**src/hdl/ufc_pkg.sv**
```systemverilog
// ufc_pkg: constants, register map and types shared by the dual serial port.
// assumes a 40 MHz system clock and a 32-bit APB register bus.
package ufc_pkg;
  localparam int unsigned CLK_HZ = 40_000_000;
  localparam int unsigned MAX_BAUD = 1_000_000;
  // least divisor: one bit time at the fastest allowed rate
  localparam int unsigned MIN_DIV = CLK_HZ / MAX_BAUD;
  localparam logic [15:0] DIV_RST = 16'h015B; // 347 cycles, about 115200 baud
  localparam int unsigned NPORT = 2;
  // register byte offsets, port 1 at PORT_STRIDE above port 0
  localparam logic [11:0] PORT_STRIDE = 12'h010;
  localparam logic [3:0] OFF_CTRL = 4'h0;
  localparam logic [3:0] OFF_BAUD = 4'h4;
  localparam logic [3:0] OFF_TXD = 4'h8;
  localparam logic [3:0] OFF_RXD = 4'hC;
  // control field positions
  localparam int unsigned CTRL_EN = 0;
  localparam int unsigned CTRL_PAR = 1;
  localparam int unsigned CTRL_ODD = 2;
  localparam int unsigned CTRL_STOP2 = 3;
  localparam int unsigned CTRL_HOLD = 4;
  localparam logic [4:0] CTRL_RST = 5'h00;
  // status field positions in the rx data register
  localparam int unsigned ST_RXV = 8;
  localparam int unsigned ST_PERR = 9;
  localparam int unsigned ST_FERR = 10;
  localparam int unsigned ST_OVR = 11;
  localparam int unsigned ST_TXBUSY = 12;
  localparam int unsigned ST_CTS = 13;
  typedef struct packed {
    logic hold;
    logic stop2;
    logic odd;
    logic par;
    logic en;
  } ufc_ctrl_t;
  typedef enum logic [2:0] {TX_IDLE, TX_START, TX_DATA, TX_PAR, TX_STOP} ufc_tx_st_t;
  typedef enum logic [2:0] {RX_IDLE, RX_START, RX_DATA, RX_PAR, RX_STOP} ufc_rx_st_t;
endpackage : ufc_pkg

```
**src/hdl/ufc_top.sv**
```systemverilog
// ufc_top: two independent full-duplex serial ports with rts/cts handshake, on APB.
// assumes pins are already synchronous to sys_clk; pull resistors live in the pad ring.
// Operation
// - full-duplex async transmit and receive, up to one megabit per second.
// - optional ninth parity bit generated on transmit, checked on receive.
// - rts is a device output, cts a device input, both active low.
// - both data lines rest high when no character is sent.
// - transmit pin is an output driven high until transmission begins.
// - receive pin is an input with pull-up; open line reads idle.
// - rts pin is an output driven low by default, ready to receive.
// - cts pin is an input with pull-down; open line reads asserted.
// - two independent port instances, each with own tx, rx, handshake.
// - framing and handshake interoperate with a conventional PC serial controller.
//
// The implementer's own choices: the APB interface to the registers and the register offsets.
`timescale 1ns/1ps
module ufc_top (
  input wire logic sys_clk,
  input wire logic reset,
  input wire logic [11:0] paddr,
  input wire logic psel,
  input wire logic penable,
  input wire logic pwrite,
  input wire logic [31:0] pwdata,
  output logic [31:0] prdata,
  output logic pready,
  output logic pslverr,
  output logic [1:0] uart_tx,
  input wire logic [1:0] uart_rx,
  output logic [1:0] uart_rts_n,
  input wire logic [1:0] uart_cts_n,
  output logic [1:0] rx_pull_up,
  output logic [1:0] cts_pull_down
);
  localparam int unsigned NP = ufc_pkg::NPORT;

  // parity of a byte, flipped for odd parity
  function automatic logic par_of(input logic [7:0] d, input logic odd);
    par_of = (^d) ^ odd;
  endfunction : par_of

  // register access decode
  logic acc;
  logic [NP-1:0] sel;
  logic [3:0] roff;
  logic map_ok;
  assign acc = psel & penable & ~pready;
  assign roff = paddr[3:0];
  assign map_ok = (paddr[11:5] == 7'h00) & (paddr[1:0] == 2'b00);
  always_comb begin
    for (int p = 0; p < NP; p++) begin
      sel[p] = map_ok & (paddr[4] == p[0]);
    end
  end

  ufc_pkg::ufc_ctrl_t ctrl_q [NP];
  logic [15:0] div_q [NP];
  logic [7:0] txbuf_q [NP];
  logic [NP-1:0] txfull_q;
  logic [7:0] rxbuf_q [NP];
  logic [NP-1:0] rxv_q, perr_q, ferr_q, ovr_q;
  ufc_pkg::ufc_tx_st_t tx_st_q [NP];
  ufc_pkg::ufc_rx_st_t rx_st_q [NP];
  logic [15:0] tx_cnt_q [NP];
  logic [15:0] rx_cnt_q [NP];
  logic [2:0] tx_bit_q [NP];
  logic [2:0] rx_bit_q [NP];
  logic [7:0] tx_sh_q [NP];
  logic [7:0] rx_sh_q [NP];
  logic [NP-1:0] tx_stop2_q, rx_ack;
  logic [NP-1:0] tx_take;

  // apb slave: one wait state, pready registered, unmapped address errors
  always_ff @(posedge sys_clk) begin
    if (reset) begin
      pready <= 1'b0;
      pslverr <= 1'b0;
      prdata <= 32'h0000_0000;
    end else begin
      pready <= acc;
      pslverr <= acc & ~map_ok;
      prdata <= 32'h0000_0000;
      if (acc && !pwrite) begin
        for (int p = 0; p < NP; p++) begin
          if (sel[p]) begin
            unique case (roff)
              ufc_pkg::OFF_CTRL: prdata <= {27'h0000000, ctrl_q[p]};
              ufc_pkg::OFF_BAUD: prdata <= {16'h0000, div_q[p]};
              ufc_pkg::OFF_TXD: prdata <= {23'h000000, txfull_q[p], txbuf_q[p]};
              default: prdata <= {18'h00000, ~uart_cts_n[p], tx_st_q[p] != ufc_pkg::TX_IDLE,
                ovr_q[p], ferr_q[p], perr_q[p], rxv_q[p], rxbuf_q[p]};
            endcase
          end
        end
      end
    end
  end

  // configuration registers
  always_ff @(posedge sys_clk) begin
    for (int p = 0; p < NP; p++) begin
      if (reset) begin
        ctrl_q[p] <= ufc_pkg::CTRL_RST;
        div_q[p] <= ufc_pkg::DIV_RST;
      end else if (acc && pwrite && sel[p]) begin
        if (roff == ufc_pkg::OFF_CTRL) ctrl_q[p] <= pwdata[4:0];
        // divisor clamped so the bit rate never exceeds the top rate
        if (roff == ufc_pkg::OFF_BAUD) begin
          div_q[p] <= (pwdata[15:0] < 16'(ufc_pkg::MIN_DIV)) ?
            16'(ufc_pkg::MIN_DIV) : pwdata[15:0];
        end
      end
    end
  end

  // transmit holding register: write fills, transmitter start empties
  always_ff @(posedge sys_clk) begin
    for (int p = 0; p < NP; p++) begin
      if (reset) begin
        txfull_q[p] <= 1'b0;
        txbuf_q[p] <= 8'h00;
      end else if (acc && pwrite && sel[p] && roff == ufc_pkg::OFF_TXD && !txfull_q[p]) begin
        txfull_q[p] <= 1'b1;
        txbuf_q[p] <= pwdata[7:0];
      end else if (tx_take[p]) begin
        txfull_q[p] <= 1'b0;
      end
    end
  end

  // a new character starts only with cts asserted (low)
  always_comb begin
    for (int p = 0; p < NP; p++) begin
      tx_take[p] = (tx_st_q[p] == ufc_pkg::TX_IDLE) & txfull_q[p] & ctrl_q[p].en
        & ~uart_cts_n[p];
    end
  end

  // transmitter; line idles high from reset on
  always_ff @(posedge sys_clk) begin
    for (int p = 0; p < NP; p++) begin
      if (reset) begin
        tx_st_q[p] <= ufc_pkg::TX_IDLE;
        uart_tx[p] <= 1'b1;
        tx_cnt_q[p] <= 16'h0000;
        tx_bit_q[p] <= 3'h0;
        tx_sh_q[p] <= 8'h00;
        tx_stop2_q[p] <= 1'b0;
      end else begin
        tx_cnt_q[p] <= (tx_cnt_q[p] == 16'h0000) ? 16'h0000 : tx_cnt_q[p] - 16'h0001;
        unique case (tx_st_q[p])
          ufc_pkg::TX_IDLE: begin
            uart_tx[p] <= 1'b1;
            if (tx_take[p]) begin
              tx_st_q[p] <= ufc_pkg::TX_START;
              uart_tx[p] <= 1'b0;
              tx_sh_q[p] <= txbuf_q[p];
              tx_cnt_q[p] <= div_q[p] - 16'h0001;
              tx_stop2_q[p] <= ctrl_q[p].stop2;
            end
          end
          ufc_pkg::TX_START: if (tx_cnt_q[p] == 16'h0000) begin
            tx_st_q[p] <= ufc_pkg::TX_DATA;
            uart_tx[p] <= tx_sh_q[p][0];
            tx_bit_q[p] <= 3'h0;
            tx_cnt_q[p] <= div_q[p] - 16'h0001;
          end
          ufc_pkg::TX_DATA: if (tx_cnt_q[p] == 16'h0000) begin
            tx_cnt_q[p] <= div_q[p] - 16'h0001;
            if (tx_bit_q[p] == 3'h7) begin
              if (ctrl_q[p].par) begin
                tx_st_q[p] <= ufc_pkg::TX_PAR;
                uart_tx[p] <= par_of(tx_sh_q[p], ctrl_q[p].odd);
              end else begin
                tx_st_q[p] <= ufc_pkg::TX_STOP;
                uart_tx[p] <= 1'b1;
              end
            end else begin
              tx_bit_q[p] <= tx_bit_q[p] + 3'h1;
              uart_tx[p] <= tx_sh_q[p][tx_bit_q[p] + 3'h1];
            end
          end
          ufc_pkg::TX_PAR: if (tx_cnt_q[p] == 16'h0000) begin
            tx_st_q[p] <= ufc_pkg::TX_STOP;
            uart_tx[p] <= 1'b1;
            tx_cnt_q[p] <= div_q[p] - 16'h0001;
          end
          ufc_pkg::TX_STOP: if (tx_cnt_q[p] == 16'h0000) begin
            if (tx_stop2_q[p]) begin
              tx_stop2_q[p] <= 1'b0;
              tx_cnt_q[p] <= div_q[p] - 16'h0001;
            end else begin
              tx_st_q[p] <= ufc_pkg::TX_IDLE;
            end
          end
          default: tx_st_q[p] <= ufc_pkg::TX_IDLE;
        endcase
      end
    end
  end

  // receiver: start confirmed at mid-bit, every bit sampled mid-bit
  always_ff @(posedge sys_clk) begin
    for (int p = 0; p < NP; p++) begin
      if (reset) begin
        rx_st_q[p] <= ufc_pkg::RX_IDLE;
        rx_cnt_q[p] <= 16'h0000;
        rx_bit_q[p] <= 3'h0;
        rx_sh_q[p] <= 8'h00;
      end else begin
        rx_cnt_q[p] <= (rx_cnt_q[p] == 16'h0000) ? 16'h0000 : rx_cnt_q[p] - 16'h0001;
        unique case (rx_st_q[p])
          ufc_pkg::RX_IDLE: if (ctrl_q[p].en && !uart_rx[p]) begin
            rx_st_q[p] <= ufc_pkg::RX_START;
            rx_cnt_q[p] <= {1'b0, div_q[p][15:1]};
          end
          ufc_pkg::RX_START: if (rx_cnt_q[p] == 16'h0000) begin
            // a glitch shorter than half a bit is not a start
            rx_st_q[p] <= uart_rx[p] ? ufc_pkg::RX_IDLE : ufc_pkg::RX_DATA;
            rx_bit_q[p] <= 3'h0;
            rx_cnt_q[p] <= div_q[p] - 16'h0001;
          end
          ufc_pkg::RX_DATA: if (rx_cnt_q[p] == 16'h0000) begin
            rx_sh_q[p] <= {uart_rx[p], rx_sh_q[p][7:1]};
            rx_bit_q[p] <= rx_bit_q[p] + 3'h1;
            rx_cnt_q[p] <= div_q[p] - 16'h0001;
            if (rx_bit_q[p] == 3'h7) begin
              rx_st_q[p] <= ctrl_q[p].par ? ufc_pkg::RX_PAR : ufc_pkg::RX_STOP;
            end
          end
          ufc_pkg::RX_PAR: if (rx_cnt_q[p] == 16'h0000) begin
            rx_st_q[p] <= ufc_pkg::RX_STOP;
            rx_cnt_q[p] <= div_q[p] - 16'h0001;
          end
          ufc_pkg::RX_STOP: if (rx_cnt_q[p] == 16'h0000) begin
            rx_st_q[p] <= ufc_pkg::RX_IDLE;
          end
          default: rx_st_q[p] <= ufc_pkg::RX_IDLE;
        endcase
      end
    end
  end

  // software read of the rx data register consumes the character
  always_comb begin
    for (int p = 0; p < NP; p++) begin
      rx_ack[p] = acc & ~pwrite & sel[p] & (roff == ufc_pkg::OFF_RXD);
    end
  end

  // receive holding register and sticky error flags; a new event beats the clear
  logic [NP-1:0] par_bad_q;
  always_ff @(posedge sys_clk) begin
    for (int p = 0; p < NP; p++) begin
      if (reset) begin
        rxbuf_q[p] <= 8'h00;
        rxv_q[p] <= 1'b0;
        perr_q[p] <= 1'b0;
        ferr_q[p] <= 1'b0;
        ovr_q[p] <= 1'b0;
        par_bad_q[p] <= 1'b0;
      end else begin
        if (rx_ack[p]) begin
          rxv_q[p] <= 1'b0;
          perr_q[p] <= 1'b0;
          ferr_q[p] <= 1'b0;
          ovr_q[p] <= 1'b0;
        end
        if (rx_st_q[p] == ufc_pkg::RX_START) par_bad_q[p] <= 1'b0;
        if (rx_st_q[p] == ufc_pkg::RX_PAR && rx_cnt_q[p] == 16'h0000) begin
          par_bad_q[p] <= uart_rx[p] != par_of(rx_sh_q[p], ctrl_q[p].odd);
        end
        if (rx_st_q[p] == ufc_pkg::RX_STOP && rx_cnt_q[p] == 16'h0000) begin
          rxbuf_q[p] <= rx_sh_q[p];
          rxv_q[p] <= 1'b1;
          if (par_bad_q[p] && ctrl_q[p].par) perr_q[p] <= 1'b1;
          if (!uart_rx[p]) ferr_q[p] <= 1'b1;
          if (rxv_q[p] && !rx_ack[p]) ovr_q[p] <= 1'b1;
        end
      end
    end
  end

  // rts low (ready) by default; raised while a character waits unread or on hold
  always_ff @(posedge sys_clk) begin
    for (int p = 0; p < NP; p++) begin
      if (reset) begin
        uart_rts_n[p] <= 1'b0;
        rx_pull_up[p] <= 1'b1;
        cts_pull_down[p] <= 1'b1;
      end else begin
        // peer is expected to pause within a character of rts rising
        uart_rts_n[p] <= ctrl_q[p].hold | (rxv_q[p] & ~rx_ack[p]);
        rx_pull_up[p] <= 1'b1;
        cts_pull_down[p] <= 1'b1;
      end
    end
  end
endmodule : ufc_top

```
**config.mk**
```make
export PLATFORM = sky130hd
export DESIGN_NAME = ufc_top
export DESIGN_NICKNAME = d
export VERILOG_FILES = /design/src/hdl/ufc_pkg.sv /design/src/hdl/ufc_top.sv
export SDC_FILE = /design/constraint.sdc
export NUM_CORES = 1
export LEC_CHECK = 0
export BUFFER_PORTS_ARGS = -buffer_cell sky130_fd_sc_hd__buf_2
export CORE_ASPECT_RATIO = 2
export CORE_UTILIZATION = 30
export CTS_CLUSTER_DIAMETER = 50
export DETAILED_ROUTE_END_ITERATION = 10
export GPL_TIMING_DRIVEN = 0
export HOLD_SLACK_MARGIN = 0.12
export RECOVER_POWER = 25
export SLEW_MARGIN = 25
export SYNTH_ARGS = -nofsm -noshare
export SYNTH_HDL_FRONTEND = slang
export SYNTH_SLANG_ARGS = --single-unit
```
**constraint.sdc**
```tcl
create_clock -name sys_clk -period 4 [get_ports sys_clk]
set_input_delay 0.4 -clock sys_clk [delete_from_list [all_inputs] [get_ports sys_clk]]
set_output_delay 0.4 -clock sys_clk [all_outputs]
set_load 0.02 [all_outputs]
```
; ---- After elaboration in Yosys (flattened, before gate mapping)
; Memories as Yosys holds them, arrays and structs flattened.
; Index checks and enable logic that the tools add are counted.
[totals]
inputBits = 53
regBits = 52
memories = 12
mem_bits_rw = 194
[memory_table]
columns = name, words, width, rd, rd_ports_with_merged_regs, write_ports, line_no
row1 = div_q, 2, 16, 2, 0, 2, ufc_top.sv:57  ; logic [15:0] div_q [NP];
row2 = rx_cnt_q, 2, 16, 2, 0, 2, ufc_top.sv:65  ; logic [15:0] rx_cnt_q [NP];
row3 = tx_cnt_q, 2, 16, 2, 0, 2, ufc_top.sv:64  ; logic [15:0] tx_cnt_q [NP];
row4 = rx_sh_q, 2, 8, 2, 0, 2, ufc_top.sv:69  ; logic [7:0] rx_sh_q [NP];
row5 = rxbuf_q, 2, 8, 2, 0, 2, ufc_top.sv:60  ; logic [7:0] rxbuf_q [NP];
row6 = tx_sh_q, 2, 8, 2, 0, 2, ufc_top.sv:68  ; logic [7:0] tx_sh_q [NP];
row7 = +6 memories, --, --, --, --, --, --
[op_classes]
n_addsub = 10
bitwise = 102
n_reduce_logical = 61
n_mux = 302
n_eq_ne = 35
magnitude_cmp = 3
[ops]
columns = cell, n
row1 = 2-to-1 mux 16 bit, 30
row2 = 2-to-1 mux 1 bit, 215
row3 = 2-to-1 mux 3 bit, 36
row4 = case mux 16 bit (3 select lines), 2
row5 = "subtractor 16 x 1 -> 16 bit, second input constant", 6
row6 = bitwise OR 1 bit, 70
row7 = logical NOT 16 bit, 4
row8 = 2-to-1 mux 8 bit, 8
row9 = 2-to-1 mux 32 bit, 1
row10 = XOR reduction 8 bit, 4
row11 = "equality test 3 x 2 -> 1 bit, second input constant", 8
row12 = "equality test 3 bit, second input constant", 8
row13 = "inequality test 2 bit, second input constant", 10
row14 = OR reduction 5 bit, 4
row15 = AND 1 bit, 19
row16 = logical AND 1 bit, 18
row17 = "less-than comparator 16 x 6 -> 1 bit, second input constant", 1
row18 = nonzero test 2 bit, 8
row19 = "adder 3 x 1 -> 3 bit, second input constant", 4
row20 = "equality test 3 x 1 -> 1 bit, second input constant", 4
row21 = logical NOT 3 bit, 4
row22 = 2-to-1 mux 5 bit, 2
row23 = inverter 1 bit, 9
row24 = "equality test 4 bit, second input constant", 2
row25 = other kinds (17), 36

; ---- Longest topological paths before layout
; An unclocked memory read counts as a cell.
[logic_depth]
word_depth = 16
mapped_depth = 11

; ---- Worst setup path before layout
; OpenSTA, ideal clock, no wires.
[synth_path]
path_type = input to register
from = input paddr[6]
to = memory div_q[1][0] (enable)
setup_slack_ps = 863
setup_time_ps = 411
required_ps = 3589
path_stages = 4
t_arrival_ps = 2726
path_cell_list = or4_1 nor3_2 nand4_1 o21ai_0
[synth_lines]
columns = item, line_no
row1 = from (decl), ufc_top.sv:20  ; input wire logic [11:0] paddr,
row2 = to (decl), ufc_top.sv:57

==> results.toml <==
[critical_path]
cp_cell_sequence = "buf_2 > clkbuf_1 > clkbuf_1 > clkbuf_1 > buf_1 > buf_1 > nor2_1"
crit_path_max_fanout = 10
start_kind = "input port"
slowest_delay_ns = 0.74
cpMaxStageDelayCell = "clkbuf_1"
path_delay_family = "buffers and inverters"
cpMostUsedCell = "clkbuf_1"
arrival_ns = 3.99
critPathBufInv = 6
worstSetupPathType = "input port to register"
required_ns = 4.25
reg2reg_setup_slack_ns = 0.58
critPathCaptureType = "register"

[detailed_routing]
first_pass_iters = 5
route.detailed.drc = 0
routed_via_density = 5.179
drt-initial-drc-count = 523
totalWireLength_um = 39650
ant_nets = 0
avgRoutedWirePerCell_um = 20.98
route.vias.total = 9788

[yosys]
synth_warnings = 0
avgSynthCellArea_um2 = 10.28
ys_async_sr_fraction_pct = 0
synthesis.area_mm2 = 0.01242
ys_seq_area_share_pct = 50.13
synth.ff_latch_count = 230
yosysUniqueCellTypes = 70
synth_edf_count = 162
synthFlopType = "edfxtp_1"
synth_cells = 1208

[pwr]
p_per_area_mw_per_mm2 = 472.8
power_mw = 6.780
p_leak_nw = 5.133
ir_worst_vdd_v = 0.0003499

[outcome]
status = "finished clean"

[floorplanning]
dieArea_mm2 = 0.04226
boundaryPins = 95
die_x_um = 145.9
die_height_um = 289.7
num_rows = 105
start_util_pct = 30.40
core_area_mm2 = 0.04086

[place]
place.port_buffers = 56
gp_congestion = 0.9228
pre_cts_slack_ns = -0.2698
dp_hpwl_um = 31610

[layout]
syn_to_final_growth_pct = 15.46
nets = 1408
drive_gt1_share_pct = 10.35

[timing]
setup_viol = 0
finalMaxSlewViolations = 0
worstMarginPinSlew_ns = 1.265
finalHoldViolCount = 0
slew_headroom_pct = 14.92
post-route-min-period_ns = 3.745
finalCritPeriodShare_pct = 93.63
skew_ns = 0.01952
worst_slack_ns = 0.2549
max_freq_mhz = 267.0
rsz0062_at_grt = "no"

[global_route]
gr-total-overflow = 0
grt_use_total_pct = 18.69
grt_pass1_wl_um = 58580
grt_start_max_net_pins = 17
grt_antenna_before_repair = 3
grt_pass1_vias = 10160

[cts]
clk_path_buf_depth = 3
cts_buffers = 21
ctsHoldBuffers = 0
cts_root_buffer = "clkbuf_16"
clk_latency_ns = 0.53
ctsResizeCount = 0
cts_tree = "done"
clock-sinks = 230
clk_pin_slew_worst_paths_ns = 0.07
htree_num_levels = 1
cts_setup_buffers = 0

[worst_hold_path]
hp-class = "input port to register"

[flow_run]
maxCapViolCount = 0
cell usage after synthesis, drive strengths merged, types with 3 or more instances:
library cell	count	share of area [%]
nand2b	12	0.60
nand2	81	2.4
mux2	6	0.54
o21ai	42	1.7
o22ai	32	1.8
a21oi	54	2.2
edfxtp	162	39
and2	78	3.9
and3	35	1.8
a211o	3	0.21
o22a	13	0.92
nand4b	4	0.28
a22oi	15	0.91
nor3b	4	0.24
inv	24	0.73
o221ai	7	0.49
nand4	10	0.50
or2	8	0.40
a2bb2oi	5	0.35
o31ai	8	0.48
a21o	11	0.66
o211ai	8	0.52
or4	13	0.89
nand3	17	0.69
a211oi	12	0.73
mux4	4	0.73
mux2i	3	0.24
nor2	103	3.1
xor2	34	2.4
clkbuf	42	1.3
dfxtp	68	11
a221oi	14	0.99
nand3b	7	0.42
nor4b	4	0.28
o21a	7	0.42
xnor2	74	5.2
a22o	3	0.21
nor4	30	1.6
or3	12	0.60
nor3	40	1.7
nor2b	22	1.1
buf	39	2.3
ha	16	1.6
cell usage in the layout (no fill, tap or decap), types with 11 or more instances in the layout:
cell type	synthesis	routed
edfxtp_1	162	162
nor2_1	103	103
nand2_1	81	81
xnor2_1	74	74
clkbuf_1	42	69
dfxtp_1	68	68
and2_1	78	55
a21oi_1	54	53
conb_1	2	52
nor3_1	37	38
buf_2	4	37
and3_1	35	35
xor2_1	34	34
o21ai_0	35	34
o22ai_1	28	28
nor4_1	28	27
inv_1	24	24
and2_0	0	23
nor2b_1	22	22
buf_4	22	22
clkbuf_16	0	21
nand3_1	17	17
ha_1	16	16
a22oi_1	15	15
a221oi_1	14	14
o22a_1	13	13
or3_1	12	12
a211oi_1	12	12
nand2b_1	12	12
a21o_1	11	11
sequential cells by signal (all words and copies together), names as in the netlist, 10 cells and up:
name      flops
rx_cnt_q     32
div_q        32
tx_sh_q      16
txbuf_q      16
tx_cnt_q     32
ctrl_q       10
rxbuf_q      16
rx_sh_q      16
prdata       16
layout make-up:
cell class              count  area, um2
plain buffers              81      445.4
well taps                 535      669.4
inverters                  24      90.09
diodes                      2      5.005
multi-input cells         923       5862
repair buffers             58      274.0
fillers                  4034      26520
clock buffers              25      550.5
flip-flops and latches    230       6226
clock inverters            12      217.7
logic make-up (layout without fill, tap and decap cells):
group	count (synthesis)	count (layout)	synth area share [%]
and+or+nand+nor	487	487	21.17
muxes	13	13	1.511
xor gates and xnor gates	109	109	7.798
other	2	54	0.06047
AOI/OAI and AO/OA	246	246	13.41
DFF	230	230	50.13
adders and majority gates	16	16	1.612
buffers and inverters	105	200	4.312
through the flow:
step                      hold WS (ns)  TNS (ns)  utilization [%]  cells  cell area, um2
after floorplan                 0.4239         0                -   1258           12610
after global placement          0.4446    -5.351            33.18   1849           13560
after detailed placement        0.4588    -2.277            33.29   1851           13600
after CTS                       0.1632         0            35.17   1888           14370
after global routing            0.1874         0            35.09   1889           14340
final                           0.1860         0            35.10   1890           14340
per-layer routing:
| metal | GRT usage [%] | share of wire [%] | vias to the layer above |
|---|---|---|---|
| met5 | 0 | 0.033 | - |
| met2 | 37.44 | 55 | 315 |
| met3 | 2.276 | 3.7 | 155 |
| met4 | 19.21 | 11 | 2 |
| li1 | - | - | 4628 |
| met1 | 14.96 | 30 | 4688 |
worst reg2reg max path, stage by stage, from the launching register on:
cell,delay (ns)
edfxtp_1,0.42
inv_1,0.08
ha_1,0.17
nor2b_1,0.39
nand4_1,0.35
or2_2,0.45
clkbuf_1,0.21
nor3_2,0.33
o21ai_1,0.42
a221oi_1,0.41
path summary, 6_finish.rpt:
check,startpoint,end,cells after the start
setup / recovery,reset,rx_cnt_q[1][15],7
hold / removal,pwdata[8],div_q[1][8],2
setup reg to reg,rx_cnt_q[1][0],rx_cnt_q[1][7],9
hold reg to reg,perr_q[0],perr_q[0],2
report_power, final:
group	switching (mW)	internal, mW
clock network	0.929	1.38
logic	0.855	0.625
registers	0.220	2.77
No activity file was read; power rests on OpenSTA's default activity.
